**config.mk**
```make
export PLATFORM = sky130hd
export DESIGN_NAME = alarm_event_recorder
export DESIGN_NICKNAME = d
export VERILOG_FILES = /design/src/shared/alarm_log_pkg.sv /design/src/core/alarm_event_recorder.sv
export SDC_FILE = /design/constraint.sdc
export NUM_CORES = 2
export LEC_CHECK = 0
export ABC_AREA = 1
export BUFFER_PORTS_ARGS = -buffer_cell sky130_fd_sc_hd__buf_4
export CAP_MARGIN = 0
export CORE_AREA = 2 2 390 392
export CTS_CLUSTER_DIAMETER = 100
export DETAILED_ROUTE_END_ITERATION = 12
export DIE_AREA = 0 0 392 394
export GPL_TIMING_DRIVEN = 0
export PLACE_DENSITY_LB_ADDON = 0.2
export SYNTH_ARGS = -nofsm -noshare
export SYNTH_HDL_FRONTEND = slang
export SYNTH_SLANG_ARGS = --single-unit
```
**constraint.sdc**
```tcl
create_clock -name i_clk_sys -period 126.6 [get_ports i_clk_sys]
set_input_delay 6.33 -clock i_clk_sys [delete_from_list [all_inputs] [get_ports i_clk_sys]]
set_output_delay 6.33 -clock i_clk_sys [all_outputs]
set_load 0.005 [all_outputs]
```
**src/shared/alarm_log_pkg.sv**
```systemverilog
/*
 * alarm_log_pkg: constants, field layouts and carrier types for the alarm event recorder.
 * assumes a 10 MHz system clock and a real-time clock that gives one-cycle minute ticks.
 */
package alarm_log_pkg;

    localparam int unsigned CLK_HZ          = 10_000_000;
    localparam int unsigned KEY_HOLD_MS     = 1000;
    localparam int unsigned CONFIRM_MS      = 1000;
    localparam int unsigned KEY_HOLD_CYCLES = (CLK_HZ / 1000) * KEY_HOLD_MS;
    localparam int unsigned CONFIRM_CYCLES  = (CLK_HZ / 1000) * CONFIRM_MS;

    localparam int unsigned LOG_DEPTH   = 10;
    localparam int unsigned NUM_CHAN    = 6;
    localparam int unsigned NUM_KEYS    = 2;
    localparam int unsigned HOLD_W      = 24;

    // channel order inside the recorder
    localparam int unsigned CH_H1  = 0;
    localparam int unsigned CH_L1  = 1;
    localparam int unsigned CH_H2  = 2;
    localparam int unsigned CH_L2  = 3;
    localparam int unsigned CH_PF  = 4;
    localparam int unsigned CH_EXT = 5;

    // entry type codes
    localparam logic [2:0] FIRST_HIGH_TEMP_CODE  = 3'h1;
    localparam logic [2:0] FIRST_LOW_TEMP_CODE   = 3'h2;
    localparam logic [2:0] SECOND_HIGH_TEMP_CODE = 3'h3;
    localparam logic [2:0] SECOND_LOW_TEMP_CODE  = 3'h4;
    localparam logic [2:0] POWER_FAIL_CODE       = 3'h5;
    localparam logic [2:0] EXTERNAL_ALARM_CODE   = 3'h6;

    localparam logic [15:0] TEMP_UNAVAILABLE = 16'h8000;
    localparam logic [7:0]  OFF_SETTING      = 8'h00;

    // external alarm modes that are logged
    localparam logic [3:0] EXT_MODE_A = 4'h4;
    localparam logic [3:0] EXT_MODE_B = 4'h5;

    // key function codes
    localparam logic [3:0] KEY_FN_LOG_CLEAR  = 4'h6;
    localparam logic [3:0] KEY_FN_REC_TOGGLE = 4'h7;

    // register byte addresses
    localparam logic [7:0] REG_CTRL       = 8'h00;
    localparam logic [7:0] REG_TEMP1_MIN  = 8'h04;
    localparam logic [7:0] REG_TEMP2_MIN  = 8'h08;
    localparam logic [7:0] REG_PF_MIN     = 8'h0C;
    localparam logic [7:0] REG_EXT_MIN    = 8'h10;
    localparam logic [7:0] REG_KEY_FUNC   = 8'h14;
    localparam logic [7:0] REG_EXT_MODE   = 8'h18;
    localparam logic [7:0] REG_STATUS     = 8'h1C;
    localparam logic [7:0] REG_LOST       = 8'h20;
    localparam logic [3:0] ENTRY_BASE_HI  = 4'h4;
    localparam logic [1:0] ENTRY_WORDS    = 2'h3;

    // control register fields
    localparam int unsigned CTRL_REC_EN_BIT    = 0;
    localparam int unsigned CTRL_CLEAR_BIT     = 1;
    localparam int unsigned CTRL_LOST_CLR_BIT  = 2;
    localparam logic        REC_EN_RESET       = 1'b1;

    localparam logic [6:0]  MIN_PER_HOUR = 7'h3C;

    typedef struct packed {
        logic [6:0] year;
        logic [3:0] month;
        logic [4:0] day;
        logic [4:0] hour;
        logic [5:0] minute;
    } rtc_time_type;

    typedef struct packed {
        logic [2:0]   code;
        rtc_time_type start;
        logic [7:0]   dur_hours;
        logic [5:0]   dur_minutes;
        logic [15:0]  temp;
    } log_entry_type;

    typedef struct packed {
        logic [7:0]  addr;
        logic [31:0] wdata;
        logic        wr;
        logic        rd;
    } reg_req_type;

    typedef enum logic [1:0] {
        DISP_NONE,
        DISP_DASHES,
        DISP_REC_ON,
        DISP_REC_OFF
    } disp_type;

endpackage : alarm_log_pkg

```
**src/core/alarm_event_recorder.sv**
```systemverilog
/*
 * alarm_event_recorder: ten-entry alarm log with per-class qualification and key commands.
 * assumes alarm levels, probe reading, rtc time and minute tick come from logic on i_clk_sys;
 * the mains-ok, digital input and key pins are asynchronous and are synchronised here.
 */
// Functional notes
// [RULE1] temperature pair alarm logged only if its minimum time is set and reached
// [RULE2] first setting covers first high/low, second the second pair; off disables pair
// [RULE3] temperature entry holds code, start time, duration and peak temperature
// [RULE4] mains failure ends running temperature or input alarms at failure start
// [RULE5] temperature alarm still active at power return starts a new episode
// [RULE6] power failure logged only when outage exceeds its minimum time
// [RULE7] power failure minimum time off means no power failure entries
// [RULE8] power failure entry holds code, start, duration, probe temperature at return
// [RULE9] input alarm logged only in mode 4 or 5 and longer than its minimum
// [RULE10] input minimum time off means no input alarm entries
// [RULE11] input alarm entry holds code, start, duration, probe temperature at end
// [RULE12] clear key held one second erases log, dashes shown about one second
// [RULE13] toggle key held one second flips recording, state shown about one second
// [RULE14] log keeps ten newest entries ordered newest first
// [RULE15] eleventh entry drops the oldest and bumps the lost counter
// [RULE16] durations counted in rtc minutes, thresholds compared in minutes
`timescale 1ns/1ps
`default_nettype none

module alarm_event_recorder
    import alarm_log_pkg::*;
#(
    parameter int unsigned KEY_HOLD = KEY_HOLD_CYCLES,
    parameter int unsigned CONFIRM  = CONFIRM_CYCLES
) (
    input  wire logic          i_clk_sys,
    input  wire logic          i_reset,
    input  wire reg_req_type   i_req,
    output var  logic [31:0]   o_rd_data,
    input  wire rtc_time_type  i_rtc_time,
    input  wire logic          i_rtc_minute_tick,
    input  wire logic [3:0]    i_temp_alarm,
    input  wire logic [15:0]   i_probe_temp,
    input  wire logic          i_probe_valid,
    input  wire logic          i_mains_ok,
    input  wire logic          i_ext_input,
    input  wire logic [1:0]    i_key,
    output var  disp_type      o_display,
    output var  logic          o_rec_enable,
    output var  logic [3:0]    o_entry_count
);

    // synchronisers: stage one feeds stage two only
    logic [3:0] sync1_ff;
    logic [3:0] sync2_ff;
    always_ff @(posedge i_clk_sys or posedge i_reset) begin
        if (i_reset) begin
            sync1_ff <= 4'h1; // mains pin idles high, a low reset would fake an outage
            sync2_ff <= 4'h1;
        end else begin
            sync1_ff <= {i_key, i_ext_input, i_mains_ok};
            sync2_ff <= sync1_ff;
        end
    end
    logic       mains_ok;
    logic       ext_in;
    logic [1:0] key_in;
    assign mains_ok = sync2_ff[0];
    assign ext_in   = sync2_ff[1];
    assign key_in   = sync2_ff[3:2];
    // configuration registers
    logic [7:0] temp1_min_ff;
    logic [7:0] temp2_min_ff;
    logic [7:0] pf_min_ff;
    logic [7:0] ext_min_ff;
    logic [7:0] key_func_ff;
    logic [3:0] ext_mode_ff;
    always_ff @(posedge i_clk_sys or posedge i_reset) begin
        if (i_reset) begin
            temp1_min_ff <= 8'h00;
            temp2_min_ff <= 8'h00;
            pf_min_ff    <= 8'h00;
            ext_min_ff   <= 8'h00;
            key_func_ff  <= 8'h00;
            ext_mode_ff  <= 4'h0;
        end else if (i_req.wr) begin
            case (i_req.addr)
                REG_TEMP1_MIN: temp1_min_ff <= i_req.wdata[7:0];
                REG_TEMP2_MIN: temp2_min_ff <= i_req.wdata[7:0];
                REG_PF_MIN:    pf_min_ff    <= i_req.wdata[7:0];
                REG_EXT_MIN:   ext_min_ff   <= i_req.wdata[7:0];
                REG_KEY_FUNC:  key_func_ff  <= i_req.wdata[7:0];
                REG_EXT_MODE:  ext_mode_ff  <= i_req.wdata[3:0];
                default: ;
            endcase
        end
    end
    logic ctrl_wr;
    assign ctrl_wr = i_req.wr && (i_req.addr == REG_CTRL);
    // key hold detection, one command per press
    logic [HOLD_W-1:0] hold_ff  [NUM_KEYS];
    logic [NUM_KEYS-1:0] fired_ff;
    logic [NUM_KEYS-1:0] key_fire;
    genvar k;
    generate
        for (k = 0; k < NUM_KEYS; k++) begin : g_key
            always_ff @(posedge i_clk_sys or posedge i_reset) begin
                if (i_reset) begin
                    hold_ff[k]  <= '0;
                    fired_ff[k] <= 1'b0;
                end else if (!key_in[k]) begin
                    hold_ff[k]  <= '0;
                    fired_ff[k] <= 1'b0;
                end else if (!fired_ff[k]) begin
                    if (hold_ff[k] == HOLD_W'(KEY_HOLD - 1)) begin
                        fired_ff[k] <= 1'b1;
                    end
                    hold_ff[k] <= hold_ff[k] + 1'b1;
                end
            end
            assign key_fire[k] = key_in[k] && !fired_ff[k]
                                 && (hold_ff[k] == HOLD_W'(KEY_HOLD - 1));
        end
    endgenerate
    logic key_clear;
    logic key_toggle;
    assign key_clear  = (key_fire[0] && key_func_ff[3:0] == KEY_FN_LOG_CLEAR)
                      || (key_fire[1] && key_func_ff[7:4] == KEY_FN_LOG_CLEAR);
    assign key_toggle = (key_fire[0] && key_func_ff[3:0] == KEY_FN_REC_TOGGLE)
                      || (key_fire[1] && key_func_ff[7:4] == KEY_FN_REC_TOGGLE);
    logic log_clear;
    assign log_clear = key_clear || (ctrl_wr && i_req.wdata[CTRL_CLEAR_BIT]); // [RULE12]
    // recording enable
    logic rec_en_ff;
    always_ff @(posedge i_clk_sys or posedge i_reset) begin
        if (i_reset) begin
            rec_en_ff <= REC_EN_RESET;
        end else if (key_toggle) begin
            rec_en_ff <= !rec_en_ff; // [RULE13]
        end else if (ctrl_wr) begin
            rec_en_ff <= i_req.wdata[CTRL_REC_EN_BIT];
        end
    end
    assign o_rec_enable = rec_en_ff;
    // confirmation display, held for the confirm time
    logic [HOLD_W-1:0] disp_cnt_ff;
    always_ff @(posedge i_clk_sys or posedge i_reset) begin
        if (i_reset) begin
            o_display   <= DISP_NONE;
            disp_cnt_ff <= '0;
        end else if (key_clear) begin
            o_display   <= DISP_DASHES; // [RULE12]
            disp_cnt_ff <= HOLD_W'(CONFIRM - 1);
        end else if (key_toggle) begin
            o_display   <= rec_en_ff ? DISP_REC_OFF : DISP_REC_ON; // [RULE13]
            disp_cnt_ff <= HOLD_W'(CONFIRM - 1);
        end else if (disp_cnt_ff != '0) begin
            disp_cnt_ff <= disp_cnt_ff - 1'b1;
        end else begin
            o_display <= DISP_NONE;
        end
    end
    // per-channel alarm levels; mains loss ends every other episode
    logic [NUM_CHAN-1:0] lvl;
    logic                ext_mode_ok;
    assign ext_mode_ok = (ext_mode_ff == EXT_MODE_A) || (ext_mode_ff == EXT_MODE_B); // [RULE9]
    assign lvl[3:0]    = i_temp_alarm & {4{mains_ok}}; // [RULE4] [RULE5]
    assign lvl[CH_PF]  = !mains_ok;
    assign lvl[CH_EXT] = ext_in && ext_mode_ok && mains_ok; // [RULE4]
    logic [7:0] thr [NUM_CHAN];
    assign thr[CH_H1]  = temp1_min_ff; // [RULE2]
    assign thr[CH_L1]  = temp1_min_ff;
    assign thr[CH_H2]  = temp2_min_ff;
    assign thr[CH_L2]  = temp2_min_ff;
    assign thr[CH_PF]  = pf_min_ff;
    assign thr[CH_EXT] = ext_min_ff;
    localparam logic [2:0] CODES [NUM_CHAN] = '{FIRST_HIGH_TEMP_CODE, FIRST_LOW_TEMP_CODE,
        SECOND_HIGH_TEMP_CODE, SECOND_LOW_TEMP_CODE, POWER_FAIL_CODE, EXTERNAL_ALARM_CODE};
    logic [NUM_CHAN-1:0] act_ff;
    logic [NUM_CHAN-1:0] pend_ff;
    log_entry_type       pent_ff [NUM_CHAN];
    logic [NUM_CHAN-1:0] grant;
    logic [15:0] probe_or_na;
    assign probe_or_na = i_probe_valid ? i_probe_temp : TEMP_UNAVAILABLE; // [RULE8] [RULE11]
    genvar c;
    generate
        for (c = 0; c < NUM_CHAN; c++) begin : g_chan
            rtc_time_type start_ff;
            logic [5:0]   mins_ff;
            logic [7:0]   hrs_ff;
            logic [8:0]   tot_ff;
            logic [15:0]  peak_ff;
            logic         ended;
            logic         qual;
            logic [15:0]  end_temp;
            assign ended = act_ff[c] && !lvl[c];
            // temperature pairs need at least the minimum, the others strictly more
            if (c < 4) begin : g_tq
                assign qual     = (thr[c] != OFF_SETTING) && (tot_ff >= {1'b0, thr[c]}); // [RULE1]
                assign end_temp = peak_ff; // [RULE3]
            end else begin : g_oq
                assign qual     = (thr[c] != OFF_SETTING) && (tot_ff > {1'b0, thr[c]}); // [RULE6] [RULE7] [RULE9] [RULE10]
                assign end_temp = probe_or_na; // [RULE8] [RULE11]
            end
            always_ff @(posedge i_clk_sys or posedge i_reset) begin
                if (i_reset) begin
                    act_ff[c] <= 1'b0;
                    start_ff  <= '0;
                    mins_ff   <= 6'h00;
                    hrs_ff    <= 8'h00;
                    tot_ff    <= 9'h000;
                    peak_ff   <= 16'h0000;
                end else if (!act_ff[c]) begin
                    if (lvl[c]) begin
                        act_ff[c] <= 1'b1;
                        start_ff  <= i_rtc_time;
                        mins_ff   <= 6'h00;
                        hrs_ff    <= 8'h00;
                        tot_ff    <= 9'h000;
                        peak_ff   <= i_probe_temp;
                    end
                end else if (!lvl[c]) begin
                    act_ff[c] <= 1'b0;
                end else begin
                    if (i_rtc_minute_tick) begin // [RULE16]
                        if (tot_ff != 9'h1FF) begin
                            tot_ff <= tot_ff + 1'b1;
                        end
                        if (mins_ff == 6'(MIN_PER_HOUR - 1'b1)) begin
                            mins_ff <= 6'h00;
                            if (hrs_ff != 8'hFF) begin
                                hrs_ff <= hrs_ff + 1'b1;
                            end
                        end else begin
                            mins_ff <= mins_ff + 1'b1;
                        end
                    end
                    // high alarms keep the maximum, low alarms the minimum
                    if (c == CH_H1 || c == CH_H2) begin
                        if ($signed(i_probe_temp) > $signed(peak_ff)) begin
                            peak_ff <= i_probe_temp; // [RULE3]
                        end
                    end else if ($signed(i_probe_temp) < $signed(peak_ff)) begin
                        peak_ff <= i_probe_temp; // [RULE3]
                    end
                end
            end
            // a fresh qualifying end wins over the grant that empties the slot
            always_ff @(posedge i_clk_sys or posedge i_reset) begin
                if (i_reset) begin
                    pend_ff[c] <= 1'b0;
                    pent_ff[c] <= '0;
                end else if (ended && qual) begin
                    pend_ff[c] <= 1'b1;
                    pent_ff[c] <= '{code: CODES[c], start: start_ff, dur_hours: hrs_ff,
                                    dur_minutes: mins_ff, temp: end_temp}; // [RULE3] [RULE8] [RULE11]
                end else if (grant[c]) begin
                    pend_ff[c] <= 1'b0;
                end
            end
        end
    endgenerate
    // one commit per cycle, lowest channel first; held back while the log clears
    logic          commit;
    log_entry_type commit_entry;
    always_comb begin
        grant        = '0;
        commit       = 1'b0;
        commit_entry = '0;
        for (int i = NUM_CHAN - 1; i >= 0; i--) begin
            if (pend_ff[i] && !log_clear) begin
                grant        = '0;
                grant[i]     = 1'b1;
                commit       = 1'b1;
                commit_entry = pent_ff[i];
            end
        end
    end
    // log storage, index 0 is the newest
    log_entry_type log_ff [LOG_DEPTH];
    logic [3:0]    count_ff;
    logic [15:0]   lost_ff;
    logic          do_insert;
    assign do_insert = commit && rec_en_ff;
    genvar e;
    generate
        for (e = 0; e < LOG_DEPTH; e++) begin : g_log
            always_ff @(posedge i_clk_sys or posedge i_reset) begin
                if (i_reset) begin
                    log_ff[e] <= '0;
                end else if (log_clear) begin
                    log_ff[e] <= '0;
                end else if (do_insert) begin
                    if (e == 0) begin
                        log_ff[e] <= commit_entry; // [RULE14]
                    end else begin
                        log_ff[e] <= log_ff[e-1]; // [RULE14] [RULE15]
                    end
                end
            end
        end
    endgenerate

    always_ff @(posedge i_clk_sys or posedge i_reset) begin
        if (i_reset) begin
            count_ff <= 4'h0;
        end else if (log_clear) begin
            count_ff <= 4'h0; // [RULE12]
        end else if (do_insert && count_ff != 4'(LOG_DEPTH)) begin
            count_ff <= count_ff + 1'b1;
        end
    end
    assign o_entry_count = count_ff;
    always_ff @(posedge i_clk_sys or posedge i_reset) begin
        if (i_reset) begin
            lost_ff <= 16'h0000;
        end else if (do_insert && count_ff == 4'(LOG_DEPTH) && lost_ff != 16'hFFFF) begin
            lost_ff <= lost_ff + 1'b1; // [RULE15]
        end else if (ctrl_wr && i_req.wdata[CTRL_LOST_CLR_BIT]) begin
            lost_ff <= 16'h0000;
        end
    end
    // read port, data one cycle after the strobe
    logic [3:0]    rd_idx;
    logic [1:0]    rd_word;
    log_entry_type rd_ent;
    assign rd_idx  = i_req.addr[7:4] - ENTRY_BASE_HI;
    assign rd_word = i_req.addr[3:2];
    assign rd_ent  = log_ff[(rd_idx < 4'(LOG_DEPTH)) ? rd_idx : 4'h0];

    always_ff @(posedge i_clk_sys or posedge i_reset) begin
        if (i_reset) begin
            o_rd_data <= 32'h0000_0000;
        end else if (!i_req.rd) begin
            o_rd_data <= 32'h0000_0000;
        end else if (i_req.addr[7:4] >= ENTRY_BASE_HI) begin
            // unused slots and words read as zero
            if (rd_idx >= 4'(LOG_DEPTH) || rd_idx >= count_ff || rd_word == ENTRY_WORDS
                    || i_req.addr[1:0] != 2'h0) begin
                o_rd_data <= 32'h0000_0000;
            end else if (rd_word == 2'h0) begin
                o_rd_data <= {13'h0000, rd_ent.code, rd_ent.start.year,
                              rd_ent.start.month, rd_ent.start.day};
            end else if (rd_word == 2'h1) begin
                o_rd_data <= {7'h00, rd_ent.start.hour, rd_ent.start.minute,
                              rd_ent.dur_hours, rd_ent.dur_minutes};
            end else begin
                o_rd_data <= {16'h0000, rd_ent.temp};
            end
        end else begin
            case (i_req.addr)
                REG_CTRL:      o_rd_data <= {31'h0000_0000, rec_en_ff};
                REG_TEMP1_MIN: o_rd_data <= {24'h00_0000, temp1_min_ff};
                REG_TEMP2_MIN: o_rd_data <= {24'h00_0000, temp2_min_ff};
                REG_PF_MIN:    o_rd_data <= {24'h00_0000, pf_min_ff};
                REG_EXT_MIN:   o_rd_data <= {24'h00_0000, ext_min_ff};
                REG_KEY_FUNC:  o_rd_data <= {24'h00_0000, key_func_ff};
                REG_EXT_MODE:  o_rd_data <= {28'h000_0000, ext_mode_ff};
                REG_STATUS:    o_rd_data <= {16'h0000, 2'h0, act_ff, 3'h0,
                                             rec_en_ff, count_ff};
                REG_LOST:      o_rd_data <= {16'h0000, lost_ff};
                default:       o_rd_data <= 32'h0000_0000;
            endcase
        end
    end

endmodule : alarm_event_recorder

`default_nettype wire

```
==> flow_summary.json <==
{
  "status": "finished clean",
  "clockRootBuffer": "clkbuf_16",
  "cts_resized": 0,
  "drv_slew": 0,
  "ant_nets": 0,
  "cts_sinks": 1498,
  "yosysWarningCount": 0,
  "crit_end": "o_rd_data[17]",
  "path_class": "in -> reg",
  "vias": 62700,
  "yosysUniqueCellTypes": 62,
  "p_per_area_nw_per_um2": 19.5,
  "cts_hold_buf": 0,
  "synth-async-reset-ratio": 1.00,
  "die_w_um": 392,
  "synth_top_cell_area_share": 0.501,
  "cp_max_fo": 10,
  "path_clk_slew_ps": 60,
  "cpPeakStageDelay_ps": 810,
  "p_sw_frac": 0.350,
  "placed_cells": 10800,
  "clock_latency_ps": 810,
  "vias_per_cell": 5.65,
  "fillers": 13900,
  "ys_top_cells_by_area": "dfrtp_1 (50%), nand2_1 (9.1%), o22ai_2 (8.2%), inv_1 (6.0%), o21ai_0 (5.7%)",
  "post-cts-setup-buffers": 0,
  "drive_gt1_frac": 0.126,
  "syn_avg_cell_area_um2": 8.62,
  "p_switching_uw": 574,
  "cpMostUsedCell": "nand2_1",
  "portBuffers": 101,
  "rsz0062_at_grt": "false",
  "cts_buffers": 166,
  "fin_crit_ps": 9810,
  "htreeDepth": 4,
  "holdPathStages": 0,
  "fin_tns_setup_ps": 0,
  "ys_seq_elements": 1498,
  "route.detailed.drc": 0,
  "cap_violations": 0,
  "grt_max_degree": 130,
  "period_share": 0.0775,
  "setup_viol": 0,
  "num_rows": 143,
  "grt_pass1_wl_um": 377000,
  "p_comb_frac": 0.276,
  "syn_area_um2": 74700,
  "clk_path_buf_depth": 3,
  "cp_slowest_cell": "nor2_1",
  "multi_input_area_um2": 29900,
  "final_cell_count_no_fill": 11100,
  "worstPathCellList": "buf_2 -> inv_2 -> clkbuf_1 -> ha_1 -> inv_1 -> a21boi_0 -> o21a_1 -> o21ai_0 -> nand2_1 -> nor2_1 -> nand2_1 -> a221oi_1",
  "critical_path.startpoint": "i_req[38]",
  "peakVddDrop_v": 0.0000148,
  "reg2reg_depth": 13,
  "cp-start-kind": "input port",
  "seqCellArea_um2": 37500,
  "worstMarginPinSlew_ps": 1460,
  "clkPwrFrac": 0.309,
  "synth_flop_cell": "dfrtp_1",
  "worstSetupEndpointType": "flop",
  "crit_arrival_ps": 10430,
  "synth_edf_count": 0,
  "syn2layout_area_growth_pct": 12.6,
  "timing.final.hold_violations": 0,
  "fin_nets": 9194,
  "grt_pass1_vias": 60400,
  "die_area_um2": 154000,
  "post_drt_wl_per_cell_um": 22.6,
  "cts_tree": "yes",
  "fmax_mhz": 102,
  "overflow": 0,
  "start_util": 0.496,
  "fin_worst_skew_ps": 28.0,
  "yosysSeqAreaShare": 0.502,
  "synth_top_cell_by_area": "dfrtp_1",
  "internal-power_uw": 1070,
  "dieHeight_um": 394,
  "critPathRequiredTime_ps": 127220,
  "drtPass1Iterations": 8,
  "io_pins": 136,
  "hold_class": "reg -> reg",
  "timing.rr.end": "pent_ff[172]",
  "worst-r2r-setup-slack_ps": 122710,
  "syn_inst": 8662,
  "antenna_found_initial": 5,
  "track_usage": 0.324,
  "r2r_start": "temp2_min_ff[2]",
  "drt_iter0_drc": 6093,
  "timing.slew.headroom": 0.0217,
  "core_um2": 151000,
  "seqPwrFrac": 0.415,
  "routabilityCongestion": 1.01,
  "finalWirelength_um": 251000,
  "hpwlAfterDp_um": 188000,
  "p_leak_uw": 0.0414
}
flip-flops by register name (all words and copies together), names as in the netlist, 8 cells and up:
name             count
log_ff             600
ext_min_ff           8
key_func_ff          8
o_rd_data           25
pent_ff            348
temp1_min_ff         8
g_chan.mins_ff      36
g_chan.tot_ff       54
lost_ff             16
disp_cnt_ff         24
g_chan.hrs_ff       48
pf_min_ff            8
temp2_min_ff         8
g_chan.start_ff    162
g_chan.end_temp     64
hold_ff             48
how the worst min path moves through the flow:
stage	startpoint	endpoint	slack, ps
after floorplan	sync1_ff[1]	sync2_ff[1]	330
after global placement	sync1_ff[1]	sync2_ff[1]	330
after detailed placement	sync1_ff[3]	sync2_ff[3]	340
after CTS	sync1_ff[3]	sync2_ff[3]	350
after global routing	sync1_ff[3]	sync2_ff[3]	360
final	sync1_ff[3]	sync2_ff[3]	350
cells by family after synthesis:
group | Yosys count | synth area share
simple gates | 3245 | 0.180
compound gates | 2029 | 0.193
buf+inv | 1718 | 0.0974
flops | 1498 | 0.502
fa+ha+maj | 147 | 0.0246
xor+xnor | 24 | 0.00281
other cells | 1 | 0.0000502
metrics by stage:
stage | cell area, um^2 | hold WS, ps | util | setup WS [ps] | power [uW]
3_3_place_gp | 78000 | 335 | 0.518 | 60960 | 1120
2_1_floorplan | 74700 | 331 | - | 78020 | 987
3_5_place_dp | 78400 | 336 | 0.520 | 116340 | 1120
6_report | 84100 | 347 | 0.558 | 116790 | 1640
4_1_cts | 84100 | 350 | 0.558 | 117170 | 1640
5_1_grt | 84100 | 355 | 0.558 | 116870 | 1730
placed cells by master, fill, tap and decap left out, types with 23 or more instances in the layout:
cell / count
a21oi_1: 437
buf_1: 28
buf_2: 96
buf_4: 138
buf_6: 58
clkbuf_1: 273
clkbuf_16: 169
clkbuf_4: 35
clkbuf_8: 40
clkinv_2: 23
dfrtp_1: 1495
ha_1: 147
inv_1: 1190
nand2_1: 1813
nand3_1: 508
nand4_1: 99
nor2_1: 651
nor3_1: 118
o211ai_1: 67
o21ai_0: 850
o21ai_1: 23
o221ai_1: 35
o22ai_1: 43
o22ai_2: 490
cells in the mapped netlist, types with 23 or more instances:
master and n:
clkbuf_4 35, nand4_1 99, a21oi_1 437, o21ai_0 850, buf_4 37, nand2_1 1813, buf_2 96, o211ai_1 67
o21ai_1 23, clkbuf_1 246, o22ai_2 490, buf_1 28, buf_6 58, ha_1 147, o221ai_1 35, nor2_1 651
nor3_1 118, dfrtp_1 1495, nand3_1 508, o22ai_1 43, inv_1 1191
critical path: cells and delay by family:
kind	cells	cell delay, ps
adder cells (fa/ha/maj)	1	360
AO/OA/AOI/OAI	4	1000
buffers and inverters	4	1310
AND/OR/NAND/NOR	3	1420
metal layers:
layer | wire [um] | share of wire | global-route usage
met4 | 13400 | 0.054 | 0.155
met1 | 104000 | 0.42 | 0.436
met5 | 35 | 0.00014 | 0
met2 | 114000 | 0.46 | 0.508
met3 | 19000 | 0.076 | 0.0581
power groups by stage:
| stage | Combinational [uW] | Clock [uW] | Sequential, uW |
|---|---|---|---|
| after floorplan | 311 | 0 | 675 |
| after global placement | 429 | 0 | 692 |
| after detailed placement | 438 | 0 | 686 |
| after CTS | 444 | 512 | 679 |
| after global routing | 497 | 533 | 696 |
| final | 453 | 508 | 681 |
cell type report:
cell class,count,area share
flip-flops and latches,1498,0.446
multi-input cells,5452,0.356
clock buffers,236,0.0581
inverters,1217,0.0544
plain buffers,501,0.0322
well taps,2030,0.0302
repair buffers,114,0.0133
clock inverters,62,0.00975
diodes,4,0.000119
Note: power is estimated with default switching activity, not from simulation.
